[src/logic/dic_pkg.sv]
// Constants, field layouts and carrier types of the digital input conditioning block
package dic_pkg;

  // ---------------------------------------------------------------
  // Widths
  // ---------------------------------------------------------------
  localparam int DIC_DW = 32;
  localparam int DIC_IW = 8;
  localparam int DIC_SPECIAL_LO = 0;
  localparam int DIC_SPECIAL_HI = 15;
  localparam int DIC_PLAIN_LO = 16;
  localparam int DIC_PLAIN_HI = 31;
  localparam int DIC_SYNC_STAGES = 3;

  // ---------------------------------------------------------------
  // Sub-index map
  // ---------------------------------------------------------------
  localparam logic [7:0] DIC_IDX_ENTRY_COUNT = 8'h00;
  localparam logic [7:0] DIC_IDX_FUNCTION_GATE = 8'h01;
  localparam logic [7:0] DIC_IDX_POLARITY_SELECT = 8'h02;
  localparam logic [7:0] DIC_IDX_OVERRIDE_ENABLE = 8'h03;
  localparam logic [7:0] DIC_IDX_OVERRIDE_VALUE = 8'h04;
  localparam logic [7:0] DIC_IDX_UNFILTERED_LEVEL = 8'h05;
  localparam logic [7:0] DIC_IDX_LEVEL_RANGE = 8'h06;
  localparam logic [7:0] DIC_IDX_PAIR_SELECT = 8'h07;
  localparam logic [7:0] DIC_IDX_REMAP_ENABLE = 8'h08;
  localparam logic [7:0] DIC_IDX_LAST = 8'h08;

  // ---------------------------------------------------------------
  // Reset values
  // ---------------------------------------------------------------
  localparam logic [7:0] DIC_ENTRY_COUNT_VAL = 8'h08;
  localparam logic [31:0] DIC_CFG_RST = 32'h0000_0000;
  localparam logic [31:0] DIC_SPECIAL_MASK = 32'h0000_FFFF;

  // ---------------------------------------------------------------
  // Special function bit positions
  // ---------------------------------------------------------------
  localparam int DIC_BIT_NEG_LIMIT = 0;
  localparam int DIC_BIT_POS_LIMIT = 1;
  localparam int DIC_BIT_HOME = 2;

  // ---------------------------------------------------------------
  // Carrier types
  // ---------------------------------------------------------------
  typedef struct packed {
    logic [7:0] idx;
    logic wr;
    logic rd;
    logic [31:0] wdata;
  } dic_req_t;

  typedef struct packed {
    logic ack;
    logic err;
    logic [31:0] rdata;
  } dic_rsp_t;

  typedef struct packed {
    logic neg_limit;
    logic pos_limit;
    logic home;
  } dic_switch_t;

endpackage

[src/logic/dic_input_sync.sv]
// Three-stage pin synchroniser that accepts a change once stages two and three agree
`timescale 1ns/1ps
module dic_input_sync #(
  parameter int W = 32
) (
  input wire logic mclk_i,
  input wire logic resetn_i,
  input wire logic ce_i,
  input wire logic [W-1:0] pin_i,
  output logic [W-1:0] level_o
);

  logic [W-1:0] s1_r;
  logic [W-1:0] s2_r;
  logic [W-1:0] s3_r;
  logic [W-1:0] level_r;
  logic [W-1:0] agree;

  // Stages two and three must match before a level is taken
  assign agree = ~(s2_r ^ s3_r);

  // Shift chain, first stage read only by the second
  always_ff @(posedge mclk_i or negedge resetn_i) begin
    if (!resetn_i) begin
      s1_r <= '0;
      s2_r <= '0;
      s3_r <= '0;
    end else if (ce_i) begin
      s1_r <= pin_i;
      s2_r <= s1_r;
      s3_r <= s2_r;
    end
  end

  // Accepted level per bit
  always_ff @(posedge mclk_i or negedge resetn_i) begin
    if (!resetn_i) begin
      level_r <= '0;
    end else if (ce_i) begin
      level_r <= (agree & s3_r) | (~agree & level_r);
    end
  end

  assign level_o = level_r;

endmodule

[src/logic/dic_top.sv]
// Digital input conditioning: configuration entries, per-input conditioning and status word
`timescale 1ns/1ps
module dic_top (
  input wire logic mclk_i,
  input wire logic resetn_i,
  input wire logic ce_i,
  input wire logic [31:0] pin_i,
  input wire logic [31:0] clkdir_sel_i,
  input wire dic_pkg::dic_req_t reg_req_i,
  output dic_pkg::dic_rsp_t reg_rsp_o,
  output logic [31:0] di_status_o,
  output dic_pkg::dic_switch_t switch_o,
  output logic di_change_o
);

  // ---------------------------------------------------------------
  // Declarations
  // ---------------------------------------------------------------
  // Synchronised pin levels
  logic [31:0] raw_level;

  // Configuration words and their next values
  logic [31:0] gate_r;
  logic [31:0] gate_nxt;
  logic [31:0] polarity_r;
  logic [31:0] polarity_nxt;
  logic [31:0] ovr_en_r;
  logic [31:0] ovr_en_nxt;
  logic [31:0] ovr_val_r;
  logic [31:0] ovr_val_nxt;
  logic [31:0] range_r;
  logic [31:0] range_nxt;
  logic [31:0] pair_r;
  logic [31:0] pair_nxt;
  logic [31:0] remap_r;
  logic [31:0] remap_nxt;

  // Conditioning chain
  logic [31:0] selected;
  logic [31:0] oriented;
  logic [31:0] conditioned;
  logic [31:0] invert_eff;

  // Status, switch and change registers
  logic [31:0] status_r;
  logic [31:0] status_nxt;
  dic_pkg::dic_switch_t switch_r;
  dic_pkg::dic_switch_t switch_nxt;
  logic change_r;
  logic change_nxt;

  // Response path
  dic_pkg::dic_rsp_t rsp_r;
  dic_pkg::dic_rsp_t rsp_nxt;
  logic [31:0] rd_word;

  // Access decode
  logic wr_ok;
  logic rd_ok;
  logic bad_access;
  logic wr_gate;
  logic wr_polarity;
  logic wr_ovr_en;
  logic wr_ovr_val;
  logic wr_range;
  logic wr_pair;
  logic wr_remap;

  // ---------------------------------------------------------------
  // Decode helpers
  // ---------------------------------------------------------------

  // Sub-index exists in the entry table
  function automatic logic dic_idx_mapped(input logic [7:0] idx);
    dic_idx_mapped = (idx <= dic_pkg::DIC_IDX_LAST);
  endfunction

  // Sub-index accepts a stored write
  function automatic logic dic_idx_hit(input logic [7:0] idx, input logic [7:0] target);
    dic_idx_hit = (idx == target);
  endfunction

  // ---------------------------------------------------------------
  // Pin synchroniser
  // ---------------------------------------------------------------

  // Raw pin levels enter the clock domain here
  dic_input_sync #(
    .W(dic_pkg::DIC_DW)
  ) u_sync (
    .mclk_i(mclk_i),
    .resetn_i(resetn_i),
    .ce_i(ce_i),
    .pin_i(pin_i),
    .level_o(raw_level)
  );

  // ---------------------------------------------------------------
  // Write decode
  // ---------------------------------------------------------------

  // Entry count and raw word take no stored write
  assign wr_ok = reg_req_i.wr && dic_idx_mapped(reg_req_i.idx);
  assign rd_ok = reg_req_i.rd && dic_idx_mapped(reg_req_i.idx);
  assign bad_access = (reg_req_i.wr || reg_req_i.rd) && !dic_idx_mapped(reg_req_i.idx);

  // One write strobe per stored word
  assign wr_gate = wr_ok && dic_idx_hit(reg_req_i.idx, dic_pkg::DIC_IDX_FUNCTION_GATE);
  assign wr_polarity = wr_ok && dic_idx_hit(reg_req_i.idx, dic_pkg::DIC_IDX_POLARITY_SELECT);
  assign wr_ovr_en = wr_ok && dic_idx_hit(reg_req_i.idx, dic_pkg::DIC_IDX_OVERRIDE_ENABLE);
  assign wr_ovr_val = wr_ok && dic_idx_hit(reg_req_i.idx, dic_pkg::DIC_IDX_OVERRIDE_VALUE);
  assign wr_range = wr_ok && dic_idx_hit(reg_req_i.idx, dic_pkg::DIC_IDX_LEVEL_RANGE);
  assign wr_pair = wr_ok && dic_idx_hit(reg_req_i.idx, dic_pkg::DIC_IDX_PAIR_SELECT);
  assign wr_remap = wr_ok && dic_idx_hit(reg_req_i.idx, dic_pkg::DIC_IDX_REMAP_ENABLE);

  // Next values of the configuration words
  assign gate_nxt = wr_gate ? reg_req_i.wdata : gate_r;
  assign polarity_nxt = wr_polarity ? reg_req_i.wdata : polarity_r;
  assign ovr_en_nxt = wr_ovr_en ? reg_req_i.wdata : ovr_en_r;
  assign ovr_val_nxt = wr_ovr_val ? reg_req_i.wdata : ovr_val_r;
  assign range_nxt = wr_range ? reg_req_i.wdata : range_r;
  assign pair_nxt = wr_pair ? reg_req_i.wdata : pair_r;
  assign remap_nxt = wr_remap ? reg_req_i.wdata : remap_r;

  // ---------------------------------------------------------------
  // Configuration registers
  // ---------------------------------------------------------------

  // Special function gate word, clear at reset
  always_ff @(posedge mclk_i or negedge resetn_i) begin
    if (!resetn_i) begin
      gate_r <= dic_pkg::DIC_CFG_RST;
    end else if (ce_i) begin
      gate_r <= gate_nxt;
    end
  end

  // Polarity word, clear at reset
  always_ff @(posedge mclk_i or negedge resetn_i) begin
    if (!resetn_i) begin
      polarity_r <= dic_pkg::DIC_CFG_RST;
    end else if (ce_i) begin
      polarity_r <= polarity_nxt;
    end
  end

  // Override enable word, clear at reset
  always_ff @(posedge mclk_i or negedge resetn_i) begin
    if (!resetn_i) begin
      ovr_en_r <= dic_pkg::DIC_CFG_RST;
    end else if (ce_i) begin
      ovr_en_r <= ovr_en_nxt;
    end
  end

  // Override value word, clear at reset
  always_ff @(posedge mclk_i or negedge resetn_i) begin
    if (!resetn_i) begin
      ovr_val_r <= dic_pkg::DIC_CFG_RST;
    end else if (ce_i) begin
      ovr_val_r <= ovr_val_nxt;
    end
  end

  // Level range word, stored only
  always_ff @(posedge mclk_i or negedge resetn_i) begin
    if (!resetn_i) begin
      range_r <= dic_pkg::DIC_CFG_RST;
    end else if (ce_i) begin
      range_r <= range_nxt;
    end
  end

  // Pair select word, stored only
  always_ff @(posedge mclk_i or negedge resetn_i) begin
    if (!resetn_i) begin
      pair_r <= dic_pkg::DIC_CFG_RST;
    end else if (ce_i) begin
      pair_r <= pair_nxt;
    end
  end

  // Remap enable word, stored only
  always_ff @(posedge mclk_i or negedge resetn_i) begin
    if (!resetn_i) begin
      remap_r <= dic_pkg::DIC_CFG_RST;
    end else if (ce_i) begin
      remap_r <= remap_nxt;
    end
  end

  // ---------------------------------------------------------------
  // Per-input conditioning
  // ---------------------------------------------------------------

  // Clock and direction inputs never invert
  assign invert_eff = polarity_r & ~clkdir_sel_i;

  // Override, polarity and gating per bit position
  for (genvar n = 0; n < dic_pkg::DIC_DW; n++) begin : g_cond
    // Software value replaces the pin when enabled
    assign selected[n] = ovr_en_r[n] ? ovr_val_r[n] : raw_level[n];
    // Normally closed logic turns a high level into 0
    assign oriented[n] = selected[n] ^ invert_eff[n];
    if (n <= dic_pkg::DIC_SPECIAL_HI) begin : g_special
      // Special function passes only while its gate is set
      assign conditioned[n] = oriented[n] & gate_r[n];
    end else begin : g_plain
      // Plain levels ignore the gate word
      assign conditioned[n] = oriented[n];
    end
  end

  // Status word built from the conditioned chain
  assign status_nxt = conditioned;

  // Switch functions by fixed bit position
  assign switch_nxt.neg_limit = conditioned[dic_pkg::DIC_BIT_NEG_LIMIT];
  assign switch_nxt.pos_limit = conditioned[dic_pkg::DIC_BIT_POS_LIMIT];
  assign switch_nxt.home = conditioned[dic_pkg::DIC_BIT_HOME];

  // Pulse when any status bit moves
  assign change_nxt = (status_nxt != status_r);

  // ---------------------------------------------------------------
  // Status registers
  // ---------------------------------------------------------------

  // Combined status word
  always_ff @(posedge mclk_i or negedge resetn_i) begin
    if (!resetn_i) begin
      status_r <= '0;
    end else if (ce_i) begin
      status_r <= status_nxt;
    end
  end

  // Limit and home switch outputs
  always_ff @(posedge mclk_i or negedge resetn_i) begin
    if (!resetn_i) begin
      switch_r <= '0;
    end else if (ce_i) begin
      switch_r <= switch_nxt;
    end
  end

  // One-cycle change pulse
  always_ff @(posedge mclk_i or negedge resetn_i) begin
    if (!resetn_i) begin
      change_r <= 1'b0;
    end else if (ce_i) begin
      change_r <= change_nxt;
    end
  end

  // ---------------------------------------------------------------
  // Read path
  // ---------------------------------------------------------------

  // Read mux over the entry table
  always_comb begin
    rd_word = '0;
    if (reg_req_i.idx == dic_pkg::DIC_IDX_ENTRY_COUNT) begin
      rd_word = {24'h00_0000, dic_pkg::DIC_ENTRY_COUNT_VAL};
    end else if (reg_req_i.idx == dic_pkg::DIC_IDX_FUNCTION_GATE) begin
      rd_word = gate_r;
    end else if (reg_req_i.idx == dic_pkg::DIC_IDX_POLARITY_SELECT) begin
      rd_word = polarity_r;
    end else if (reg_req_i.idx == dic_pkg::DIC_IDX_OVERRIDE_ENABLE) begin
      rd_word = ovr_en_r;
    end else if (reg_req_i.idx == dic_pkg::DIC_IDX_OVERRIDE_VALUE) begin
      rd_word = ovr_val_r;
    end else if (reg_req_i.idx == dic_pkg::DIC_IDX_UNFILTERED_LEVEL) begin
      rd_word = raw_level;
    end else if (reg_req_i.idx == dic_pkg::DIC_IDX_LEVEL_RANGE) begin
      rd_word = range_r;
    end else if (reg_req_i.idx == dic_pkg::DIC_IDX_PAIR_SELECT) begin
      rd_word = pair_r;
    end else if (reg_req_i.idx == dic_pkg::DIC_IDX_REMAP_ENABLE) begin
      rd_word = remap_r;
    end
  end

  // Answer one cycle after the request
  assign rsp_nxt.ack = wr_ok || rd_ok;
  assign rsp_nxt.err = bad_access;
  assign rsp_nxt.rdata = rd_ok ? rd_word : '0;

  // Response register
  always_ff @(posedge mclk_i or negedge resetn_i) begin
    if (!resetn_i) begin
      rsp_r <= '0;
    end else if (ce_i) begin
      rsp_r <= rsp_nxt;
    end
  end

  // ---------------------------------------------------------------
  // Outputs
  // ---------------------------------------------------------------
  // Every port comes straight from a register
  assign reg_rsp_o = rsp_r;
  assign di_status_o = status_r;
  assign switch_o = switch_r;
  assign di_change_o = change_r;

endmodule

[config.mk]
export PLATFORM = sky130hd
export DESIGN_NAME = dic_top
export DESIGN_NICKNAME = d
export VERILOG_FILES = /design/src/logic/dic_pkg.sv /design/src/logic/dic_input_sync.sv /design/src/logic/dic_top.sv
export SDC_FILE = /design/constraint.sdc
export NUM_CORES = 1
export LEC_CHECK = 0
export ABC_AREA = 1
export BUFFER_PORTS_ARGS = -buffer_cell sky130_fd_sc_hd__buf_4
export CAP_MARGIN = 10
export CELL_PAD_IN_SITES_DETAIL_PLACEMENT = 1
export CELL_PAD_IN_SITES_GLOBAL_PLACEMENT = 2
export CORE_MARGIN = 3
export CORE_UTILIZATION = 30
export DETAILED_ROUTE_END_ITERATION = 8
export PLACE_DENSITY = 0.77
export SYNTH_ARGS = -nofsm -noshare
export SYNTH_HDL_FRONTEND = slang
export SYNTH_HIERARCHICAL = 1
export SYNTH_SLANG_ARGS = --single-unit
export TNS_END_PERCENT = 20
[constraint.sdc]
create_clock -name mclk_i -period 2.75 [get_ports mclk_i]
set_input_delay 0.1375 -clock mclk_i [delete_from_list [all_inputs] [get_ports mclk_i]]
set_output_delay 0.1375 -clock mclk_i [all_outputs]
set_load 0.005 [all_outputs]
=== Word-level counts from Yosys, hierarchy flattened ===
Cells that the tools add are included.

* Bits in writable memories: 0
* Word-level logic and storage cells: 148
* Bits in latches: 0
* Memories: 0
* ROM bits: 0
* Flip-flop bits (word level): 422

* Reduce and logical (&&, ||, !) cells: 21
* Multiply operators: 0
* Divide/modulo/power cells: 0
* Shifts and indexed selects: 0
* Add/subtract/negate cells: 0
* Bitwise gates (word level): 56
* Muxes and demuxes: 42
* Magnitude comparators: 1
* Equality and inequality tests: 9

{| class="wikitable"
|+ Operators with widths
! operator !! count
|-
| $mux 32 || 10
|-
| $and 32x32->32 || 3
|-
| $not 32->32 || 3
|-
| $eq 8x3->1 const B || 4
|-
| $mux 1 || 32
|-
| $ne 32x32->1 || 1
|-
| $or 32x32->32 || 1
|-
| $xor 1x1->1 || 32
|-
| $xor 32x32->32 || 1
|-
| $and 1x1->1 || 16
|-
| $eq 8x2->1 const B || 2
|-
| $reduce_and 2->1 || 7
|-
| $logic_and 1x1->1 || 10
|-
| $eq 8x1->1 const B || 1
|-
| $eq 8x4->1 const B || 1
|-
| $le 8x4->1 const B || 1
|-
| $logic_not 8->1 || 1
|-
| $logic_or 1x1->1 || 2
|-
| $logic_not 1->1 || 1
|}

=== Longest topological paths before layout ===
Gate-level depths: netlist of run 1.

* Depth after elaboration: 11
* Depth in mapped cells: 14

=== By module ===
The synthesis of run 1 kept the hierarchy.

{| class="wikitable"
|+ Modules (own cells, without submodules)
! module !! area each (um^2) !! instances !! cells an instance
|-
| dic_top || 14657.8 || 1 || 2031
|-
| dic_input_sync || 5368.9 || 1 || 634
|}

=== Worst setup path before layout of run 1 ===
Ideal clock, no wire load.

* Path type: input-to-reg
* Start: input port reg_req_i[39] in the netlist's numbering
* End: register ovr_en_r[10]
* Setup slack: 1.278 ns
* Library setup time: 0.118 ns
* Buffers on the path: 1
* Stages on the path: 9
* Arrival time: 1.355 ns
* Cell sequence: nor2_1 -> nand3_2 -> nor2_4 -> a21oi_2 -> nor2_2 -> nand2_2 -> buf_2 -> a21oi_1 -> inv_1

* Cells in the longest elaborated chain, start to end: 4
* Elaborated cells between the ends (all ways): 5
* Those cells by class: order compare (1); eq/ne (1); reduce/logical (3)

{| class="wikitable"
|+ RTL lines
! element !! RTL line !! text
|-
| start: declaration || dic_top.sv:9 || <nowiki>input wire dic_pkg::dic_req_t reg_req_i,</nowiki>
|-
| $le 8x4->1 || dic_top.sv:75 || <nowiki>dic_idx_mapped = (idx <= dic_pkg::DIC_IDX_LAST);</nowiki>
|-
| $logic_and 1x1->1 || dic_top.sv:103 || <nowiki>assign wr_ok = reg_req_i.wr && dic_idx_mapped(reg_req_i.idx);</nowiki>
|-
| $logic_and 1x1->1 * || dic_top.sv:110 || <nowiki>assign wr_ovr_en = wr_ok && dic_idx_hit(reg_req_i.idx, dic_pkg::DIC_IDX_OVERRIDE_ENABLE);</nowiki>
|-
| $reduce_and 2->1 (no line) * || n/a ||
|-
| end signal: assignment || dic_top.sv:150 || <nowiki>ovr_en_r <= dic_pkg::DIC_CFG_RST;</nowiki>
|-
| end signal: assignment || dic_top.sv:152 || <nowiki>ovr_en_r <= ovr_en_nxt;</nowiki>
|-
| end: declaration || dic_top.sv:27 || <nowiki>logic [31:0] ovr_en_r;</nowiki>
|}

Every way passes the cells marked *; elsewhere a longest branch is shown, timed or not.
A chain may end at the register's enable or synchronous reset.

==> flow_metrics.py, run 1 <==
metrics = {
    "yosys": {
        "synth_seq_cells": 419,
        "synth_compound_area_frac": 0.109,
        "synthMuxAreaShare": 0,
        "synth_area_leaders": "dfrtp_1 52%, nand2_1 17%, inv_1 8.0%",
        "synth-simple-area-share": 0.258,
        "synthXorXnorAreaFrac": 0,
        "netlist_area_um2": 20000,
        "synth_fa_ha_area_frac": 0,
        "ys_warn_count": 6,
        "yosys.area.top_type": "dfrtp_1",
        "synth_top_area_share": 0.524,
        "synth_top_family_by_area": "simple AND/OR/NAND/NOR gates",
        "synth_cells": 2665,
        "yosysUniqueCellTypes": 28,
        "yosysSeqAreaShare": 0.524,
        "synth_nets": 2774,
        "avgSynthCellArea_um2": 7.51,
    },
    "die": {
        "initial_core_util": 0.304,
        "die_area_um2": 69900,
        "die_y_um": 264,
        "coreArea_um2": 66000,
        "die_w_um": 264,
        "num_rows": 94,
        "num_io_pins": 179,
    },
    "clock_network": {
        "h-tree-depth": 2,
        "cts_buffers": 50,
        "cts_sinks": 419,
        "root_buffer": "clkbuf_16",
        "path_clk_slew_ns": 0.06,
        "cts_tree": "built",
        "clk_latency_ns": 0.60,
        "cts_setup_buffers": 0,
        "clock_path_buffers": 3,
    },
    "cells_and_area": {
        "nets": 3019,
        "final_util": 0.375,
        "final_area_um2": 24700,
        "area_delta_synth_final_pct": 23.6,
        "drive_gt1_frac": 0.110,
        "diodes": 0,
    },
    "worst_setup_path": {
        "reg2reg_depth": 12,
        "crit_chain": "nand2_1, nand2_1, nand2_1, nand2_1, nand2_1, nand2_1, nor2_1, nand2_1, nor2_1, nand3_1, nor2_1, nor2_1",
        "crit_path_frequent_cell": "nand2_1",
        "reg2reg_setup_slack_ns": 0.80,
        "setup.worst_path.end": "di_change_o",
        "endpoint_kind": "register",
        "crit_required_ns": 3.24,
        "critPathSlowestCell": "dfrtp_1",
        "crit_type": "register to register",
        "critical_path_arrival_ns": 2.43,
        "reg2reg_to": "di_change_o",
        "cp-start-kind": "register",
        "cpPeakStageDelay_ns": 0.44,
        "cp_max_fo": 4,
    },
    "power_and_ir_drop": {
        "ir_drop_mv": 0.380,
        "fin_total_pwr_mw": 15.3,
        "p_per_area_nw_per_um2": 617,
        "leakage_nw": 13.5,
        "combPwrFrac": 0.127,
        "power_frac_clock": 0.416,
        "p_seq_frac": 0.456,
        "power.switching_mw": 4.28,
        "p_int_mw": 11.0,
        "netSwitchingFraction": 0.280,
    },
    "detailed_routing": {
        "dr.first_iter.drc_count": 948,
        "vias": 17900,
        "drcViolationCount": 0,
        "routed_wl_um": 67600,
        "drt-vias-per-instance": 4.70,
        "antenna_left": 0,
        "wl_per_cell_um": 17.8,
        "firstDrtPassIters": 5,
    },
    "timing": {
        "tightest_slew_ns": 0.860,
        "min_period_ns": 1.95,
        "setup_violations": 0,
        "slew_headroom": 0.427,
        "fin_hold_ws_ns": 0.0248,
        "fmax_ghz": 0.513,
        "rsz0062_at_grt": "no",
        "hold_violations": 0,
        "drv_slew": 0,
        "timing.final.crit_share": 0.709,
        "tns_ns": 0,
        "final.setup_skew_ns": 0.0208,
    },
    "status": {
        "status": "finished clean",
    },
    "placement": {
        "dp_hpwl_um": 47600,
        "placed_cell_area_um2": 22400,
        "gp_congestion": 0.813,
        "port_buffers": 178,
    },
    "flow_run": {
        "maxCapViolCount": 0,
    },
    "global_route": {
        "grt_pass1_wl_um": 106000,
        "antenna_found_initial": 1,
        "grt_usage": 0.194,
        "grt_pass1_vias": 18400,
        "overflow": 0,
        "grt_max_degree": 97,
    },
    "hold_path": {
        "holdCritPathClass": "input pin to register",
    },
}
==> metal layers <==
| layer | GRT usage | vias to the layer above | part of all wire |
|---|---|---|---|
| met1 | 0.278 | 8809 | 0.49 |
| li1 | - | 8706 | - |
| met4 | 0.0586 | 2 | 0.027 |
| met3 | 0.0283 | 91 | 0.043 |
| met2 | 0.303 | 305 | 0.44 |
| met5 | 0 | - | 0.00018 |
==> stage by stage <==
stage	worst slack [ns]	cells
2_1_floorplan	1.28	2665
3_3_place_gp	0.692	3640
3_5_place_dp	0.644	3640
4_1_cts	0.798	3808
5_1_grt	0.670	3808
6_report	0.801	3808
==> timing repair <==
| item | CTS | global route |
|---|---|---|
| resized for setup | 0 | 0 |
| hold endpoints to repair | 490 | 0 |
| hold buffers | 82 | 0 |
==> sequential cells by signal (all words and copies together), names as in the netlist, named ones only <==
register / cells
reg_rsp_o: 34
di_status_o: 32
gate_r: 32
ovr_en_r: 32
ovr_val_r: 32
pair_r: 32
polarity_r: 32
range_r: 32
remap_r: 32
u_sync/s1_r: 32
u_sync/s2_r: 32
u_sync/s3_r: 32
di_change_o: 1
==> kinds of logic (layout without fill, tap and decap cells) <==
family,after synthesis,in the layout
simple gates,1277,1277
buf+inv,544,823
compound gates,425,425
flops,419,419
==> cell usage in the layout (no fill, tap or decap), types with 50 or more instances in the layout <==
cell type and n:
o21ai_0 186, dlygate4sd3_1 82, nand3_1 85, inv_1 428
nand4_1 59, nor2_1 191, dfrtp_1 419, a21oi_1 181
nand2_1 899, clkbuf_16 50, buf_4 211
==> cells in the mapped netlist <==
library cell,number
buf_2,33
clkbuf_1,60
a21oi_1,181
nor4_4,1
nor3_2,1
inv_1,428
nand2_1,903
inv_2,3
or2_2,2
a21oi_2,12
nand3b_1,10
nand3_1,85
clkinv_1,1
nand4_1,59
nor3_1,6
dfrtp_1,419
buf_1,1
o21ai_0,186
buf_6,11
nand2_2,4
buf_4,7
nor2_4,1
nor2_1,193
nand3_2,1
o211ai_1,2
nor2_2,1
o21ai_1,44
or2_0,10
==> area by class of cell <==
type                       count  area (µm²)
timing repair buffer         305        2630
fill                        8059       41200
clock inverter                 7        81.3
multi-input combinational   1702        7380
sequential                   419       10500
tap                          864        1080
inverter                     432        1620
clock buffer                  79        1460
==> power by group through the flow <==
stage	clock network (mW)	registers (mW)	logic, mW
after global routing	6.85	7.02	2.24
final	6.36	6.97	1.95
after detailed placement	0	7.08	1.88
after floorplan	0	6.89	1.05
after global placement	0	7.06	1.80
after CTS	6.57	6.97	1.99
==> how the worst min path moves through the flow <==
stage          depth (start not counted)               to  slack, ns              from
6_report                               6  di_status_o[29]       0.02  clkdir_sel_i[29]
5_1_grt                                3       gate_r[28]       0.04     reg_req_i[28]
4_1_cts                                6   di_status_o[4]     0.0007   clkdir_sel_i[4]
3_5_place_dp                           1    reg_rsp_o[28]       0.11          resetn_i
3_3_place_gp                           1  di_status_o[28]       0.11          resetn_i
2_1_floorplan                          0      di_change_o      -0.16          resetn_i
==> critical path, delay by kind of cell (launching register included) <==
| family | cells | cell delay, ns |
|---|---|---|
| simple gates | 12 | 1.40 |
| flops | 1 | 0.44 |
No activity file was read; power rests on OpenSTA's default activity.
==> run 2: changes to the inputs <==
PLACE_DENSITY = 0.8   (was 0.77)
clock period = 1.7 ns   (was 2.75 ns; I/O delays follow)
==> flow_metrics.py, run 2 (synthesis gave the netlist of run 1 again) <==
metrics = {
    "detailed_routing": {
        "dr_wl_met2_um": 31700,
        "drcViolationCount": 0,
        "wl_per_cell_um": 18.0,
        "routed_wl_um": 70400,
        "antenna_left": 0,
        "drt-met1-wl_um": 34000,
        "vias": 18500,
        "dr.first_iter.drc_count": 1040,
        "drt-vias-per-instance": 4.72,
        "wl_met3_um": 3120,
        "dr.max_layer_used": "met4",
        "firstDrtPassIters": 5,
    },
    "global_route": {
        "grt_max_degree": 121,
        "antenna_found_initial": 0,
        "overflow": 0,
        "grt_pass1_vias": 19300,
        "grt_pass1_wl_um": 111000,
        "grt_usage": 0.201,
    },
    "status": {
        "violations": "negative setup slack",
        "status": "finished with violations",
    },
    "flow_run": {
        "maxCapViolCount": 0,
    },
    "clock_network": {
        "clk_latency_ns": 0.60,
        "cts_tree": "built",
        "root_buffer": "clkbuf_16",
        "h-tree-depth": 2,
        "clock_path_buffers": 3,
        "path_clk_slew_ns": 0.06,
        "cts_sinks": 419,
        "cts_buffers": 49,
    },
    "timing": {
        "rsz0062_at_grt": "yes",
        "fin_hold_ws_ns": 0.0458,
        "timing.final.crit_share": 1.00,
        "drv_slew": 0,
        "setup_violations": 1,
        "fmax_ghz": 0.587,
        "tns_ns": -0.00431,
        "min_period_ns": 1.70,
        "setup_ws_ns": -0.00431,
        "final.setup_skew_ns": 0.0314,
        "tightest_slew_ns": 0.497,
        "slew_headroom": 0.669,
        "hold_violations": 0,
    },
    "die": {
        "die_y_um": 264,
        "num_rows": 94,
        "num_io_pins": 179,
        "die_area_um2": 69900,
        "initial_core_util": 0.304,
        "coreArea_um2": 66000,
        "die_w_um": 264,
    },
    "cells_and_area": {
        "final_area_um2": 26000,
        "drive_gt1_frac": 0.149,
        "nets": 3125,
        "largest_reg_flops": 34,
        "area_delta_synth_final_pct": 30.0,
        "layout_common_cells": "881 x nand2_1, 426 x inv_1, 417 x dfrtp_1, 279 x buf_4, 186 x o21ai_0",
        "diodes": 0,
        "final_common_cell": "nand2_1",
        "fin_cells": 3913,
    },
    "worst_setup_path": {
        "endpoint_kind": "register",
        "critical_path_arrival_ns": 2.18,
        "critPathSlowestCell": "dfrtp_1",
        "crit_required_ns": 2.18,
        "crit_chain": "inv_1, nand2_1, nand3_2, nand3b_1, nand2_1, nor2_1, nand2_1, nor2_2, nand3_2, nor2_4, nor2_1",
        "crit_type": "register to register",
        "cpPeakStageDelay_ns": 0.39,
        "cp-start-kind": "register",
        "crit_path_frequent_cell": "nand2_1",
        "cp_max_fo": 3,
    },
    "hold_path": {
        "holdCritPathClass": "input pin to register",
    },
    "placement": {
        "dp.cells": 3733,
        "placed_cell_area_um2": 23400,
        "place_ws_ns": -0.257,
        "gp_congestion": 0.791,
        "dp_hpwl_um": 50100,
        "port_buffers": 178,
    },
    "power_and_ir_drop": {
        "leakage_nw": 14.2,
        "p_per_area_nw_per_um2": 964,
        "ir_drop_mv": 0.705,
    },
}
## run 2: layout make-up
| cell class | instances | area (µm²) |
|---|---|---|
| clock buffers | 75 | 1400 |
| clock inverters | 9 | 98.8 |
| fillers | 8017 | 39900 |
| inverters | 432 | 1620 |
| multi-input cells | 1702 | 7520 |
| flip-flops and latches | 419 | 10500 |
| well taps | 864 | 1080 |
| repair buffers | 412 | 3820 |
## run 2: path summary, 6_finish.rpt
kind	startpoint	endpoint	slack, ns	cells past startpoint
worst max-delay path	ovr_en_r[17]	di_change_o	-0.004	11
worst max register to register	ovr_en_r[17]	di_change_o	-0.004	11
worst min register to register	range_r[27]	range_r[27]	0.47	2
min in group asynchronous	resetn_i	polarity_r[25]	0.18	3
max in group asynchronous	resetn_i	u_sync/s1_r[27]	1.09	3
worst min-delay path	clkdir_sel_i[20]	di_status_o[20]	0.05	6
## run 2: stage by stage
| step | util | power, mW |
|---|---|---|
| 3_5_place_dp | 0.355 | 14.9 |
| 4_1_cts | 0.394 | 25.4 |
| 6_report | 0.395 | 25.1 |
| 3_3_place_gp | 0.355 | 14.7 |
| 5_1_grt | 0.395 | 26.4 |
| 2_1_floorplan | - | 12.8 |
## run 2: power breakdown
part / internal, mW / switching (mW) / leakage, nW
logic: 1.53 / 2.30 / 7.89
clock network: 5.81 / 4.33 / 0.731
registers: 10.6 / 0.518 / 5.54
total: 18.0 / 7.15 / 14.2
## run 2: critical path: cells and delay by family (launching register included)
kind,cells,cell delay [ns]
flip-flops,1,0.39
buffers and inverters,1,0.05
AND/OR/NAND/NOR,10,1.14
## run 2: metal layers
layer,vias up,track usage
met5,-,0
met4,0,0.0490
met3,85,0.0328
met2,322,0.322
met1,9129,0.286
li1,8917,-
## run 2: timing repair
action,CTS,global route
hold buffers,93,0
pin swaps,7,12
setup endpoints to repair,1,1
buffers inserted,2,1
resized for setup,24,20
hold endpoints to repair,694,0
==> run 3: changes to the inputs <==
CORE_ASPECT_RATIO = 0.8   (was default)
CORE_UTILIZATION = 31   (was 30)
PLACE_DENSITY = 0.82   (was 0.8)
==> flow_metrics.py, run 3 (synthesis gave the netlist of run 1 again) <==
metrics = {
    "status": {
        "status": "finished with violations",
        "violations": "negative hold slack, negative setup slack",
    },
    "global_route": {
        "overflow": 0,
        "grt_pass1_wl_um": 113000,
        "grt_pass1_vias": 19200,
        "grt_max_degree": 83,
        "antenna_found_initial": 1,
        "grt_usage": 0.216,
    },
    "worst_setup_path": {
        "cp_max_fo": 3,
        "crit_required_ns": 2.18,
        "reg2reg_setup_slack_ns": -0.02,
        "critical_path_arrival_ns": 2.20,
        "crit_type": "register to register",
        "endpoint_kind": "register",
        "cp-start-kind": "register",
        "r2r_start": "polarity_r[16]",
        "reg2reg_to": "di_change_o",
        "reg2reg_depth": 12,
    },
    "detailed_routing": {
        "wl_met3_um": 4190,
        "routed_wl_um": 73400,
        "vias": 18800,
        "dr_wl_met2_um": 31600,
        "dr.max_layer_used": "met4",
        "drt-vias-per-instance": 4.81,
        "antenna_left": 0,
        "drcViolationCount": 0,
        "wl_per_cell_um": 18.8,
        "drt-met1-wl_um": 36400,
        "dr.first_iter.drc_count": 1370,
        "firstDrtPassIters": 5,
    },
    "clock_network": {
        "path_clk_slew_ns": 0.06,
        "root_buffer": "clkbuf_16",
        "clock_path_buffers": 3,
        "h-tree-depth": 2,
        "cts_tree": "built",
        "clk_latency_ns": 0.60,
        "cts_buffers": 48,
        "cts_sinks": 419,
    },
    "power_and_ir_drop": {
        "ir_drop_mv": 0.640,
        "p_seq_frac": 0.433,
        "netSwitchingFraction": 0.284,
        "p_int_mw": 18.5,
        "p_per_area_nw_per_um2": 988,
        "power_frac_clock": 0.414,
        "combPwrFrac": 0.154,
        "leakage_nw": 14.3,
        "power.switching_mw": 7.33,
    },
    "die": {
        "die_y_um": 233,
        "num_io_pins": 179,
        "die_area_um2": 67700,
        "die_w_um": 290,
        "initial_core_util": 0.316,
        "coreArea_um2": 63300,
        "num_rows": 82,
    },
    "timing": {
        "slew_headroom": 0.687,
        "timing.final.crit_share": 1.01,
        "fin_hold_ws_ns": -0.0138,
        "final.setup_skew_ns": 0.0163,
        "tightest_slew_ns": 0.469,
        "min_period_ns": 1.72,
        "setup_ws_ns": -0.0174,
        "drv_slew": 0,
        "fmax_ghz": 0.582,
        "setup_violations": 1,
        "hold_violations": 1,
        "rsz0062_at_grt": "yes",
        "tns_ns": -0.0174,
    },
    "cells_and_area": {
        "fin_cells": 3911,
        "area_delta_synth_final_pct": 30.6,
        "final_common_cell": "nand2_1",
        "drive_gt1_frac": 0.159,
        "diodes": 0,
        "layout_common_cells": "884 x nand2_1, 427 x inv_1, 413 x dfrtp_1, 308 x buf_4, 186 x o21ai_0",
        "nets": 3145,
        "final_util": 0.413,
        "largest_reg_flops": 34,
    },
    "placement": {
        "place_ws_ns": -0.190,
        "port_buffers": 178,
        "dp_hpwl_um": 52600,
        "gp_congestion": 0.864,
        "dp.cells": 3726,
    },
    "hold_path": {
        "holdCritStartpoint": "ce_i",
        "hold_depth": 3,
        "hold_end": "reg_rsp_o[33]",
        "holdCritPathClass": "input pin to register",
    },
    "flow_run": {
        "maxCapViolCount": 0,
    },
}
==> run 3: worst max-delay path, cell delays in order (launching register included) <==
cell     delay (ns)
dfrtp_1        0.41
nand2_1        0.12
nand3_1        0.12
nand2_1        0.11
nand2_1        0.07
nand2_2        0.10
nand2_2        0.11
nor2_1         0.10
nand2_1        0.07
nor2_2         0.15
nand2_4        0.09
nor2_2         0.11
nor2_1         0.04
==> run 3: layout make-up <==
class | instances | area, µm²
clock buffers | 72 | 1450
clock inverters | 13 | 150
fillers | 7668 | 37100
multi-input cells | 1702 | 7480
inverters | 432 | 1620
repair buffers | 433 | 3910
flip-flops and latches | 419 | 10500
well taps | 840 | 1050
==> run 3: per-layer routing <==
metal  vias up  GRT usage
met3        78     0.0380
met4         0     0.0507
li1       8955          -
met5         -          0
met1      9343      0.321
met2       423      0.325
==> run 3: worst max path at each step <==
| stage | slack [ns] | startpoint | to |
|---|---|---|---|
| after floorplan | 0.28 | reg_req_i[39] | ovr_en_r[10] |
| after global placement | -0.19 | ovr_val_r[8] | di_change_o |
| after detailed placement | -0.19 | reg_req_i[39] | reg_rsp_o[18] |
| after CTS | -0.01 | ovr_en_r[18] | di_change_o |
| after global routing | -0.16 | ovr_en_r[8] | di_change_o |
| final | -0.02 | polarity_r[16] | di_change_o |
==> run 3: power by group through the flow <==
stage | logic [mW] | registers [mW] | clock network [mW]
final | 3.97 | 11.2 | 10.7
after global routing | 4.45 | 11.2 | 11.4
after CTS | 3.94 | 11.2 | 10.9
after detailed placement | 3.65 | 11.3 | 0
after global placement | 3.50 | 11.3 | 0
after floorplan | 1.70 | 11.1 | 0
==> run 3: per-stage QoR <==
step / total power, mW / hold slack, ns / area [µm²]
floorplan: 12.8 / -0.211 / 20000
CTS: 26.0 / 0.00866 / 26100
global placement: 14.8 / -0.0115 / 23500
finish: 25.8 / -0.0138 / 26200
detailed placement: 15.0 / -0.00734 / 23500
global route: 27.1 / 0.0186 / 26200
==> run 3: repair_timing <==
action	4_1_cts	5_1_grt
endpoints found under the hold margin	676	19
hold buffers	90	1
setup buffers	5	6
gates resized for setup	26	14
pin swaps	7	6
endpoints found under the setup margin	1	21
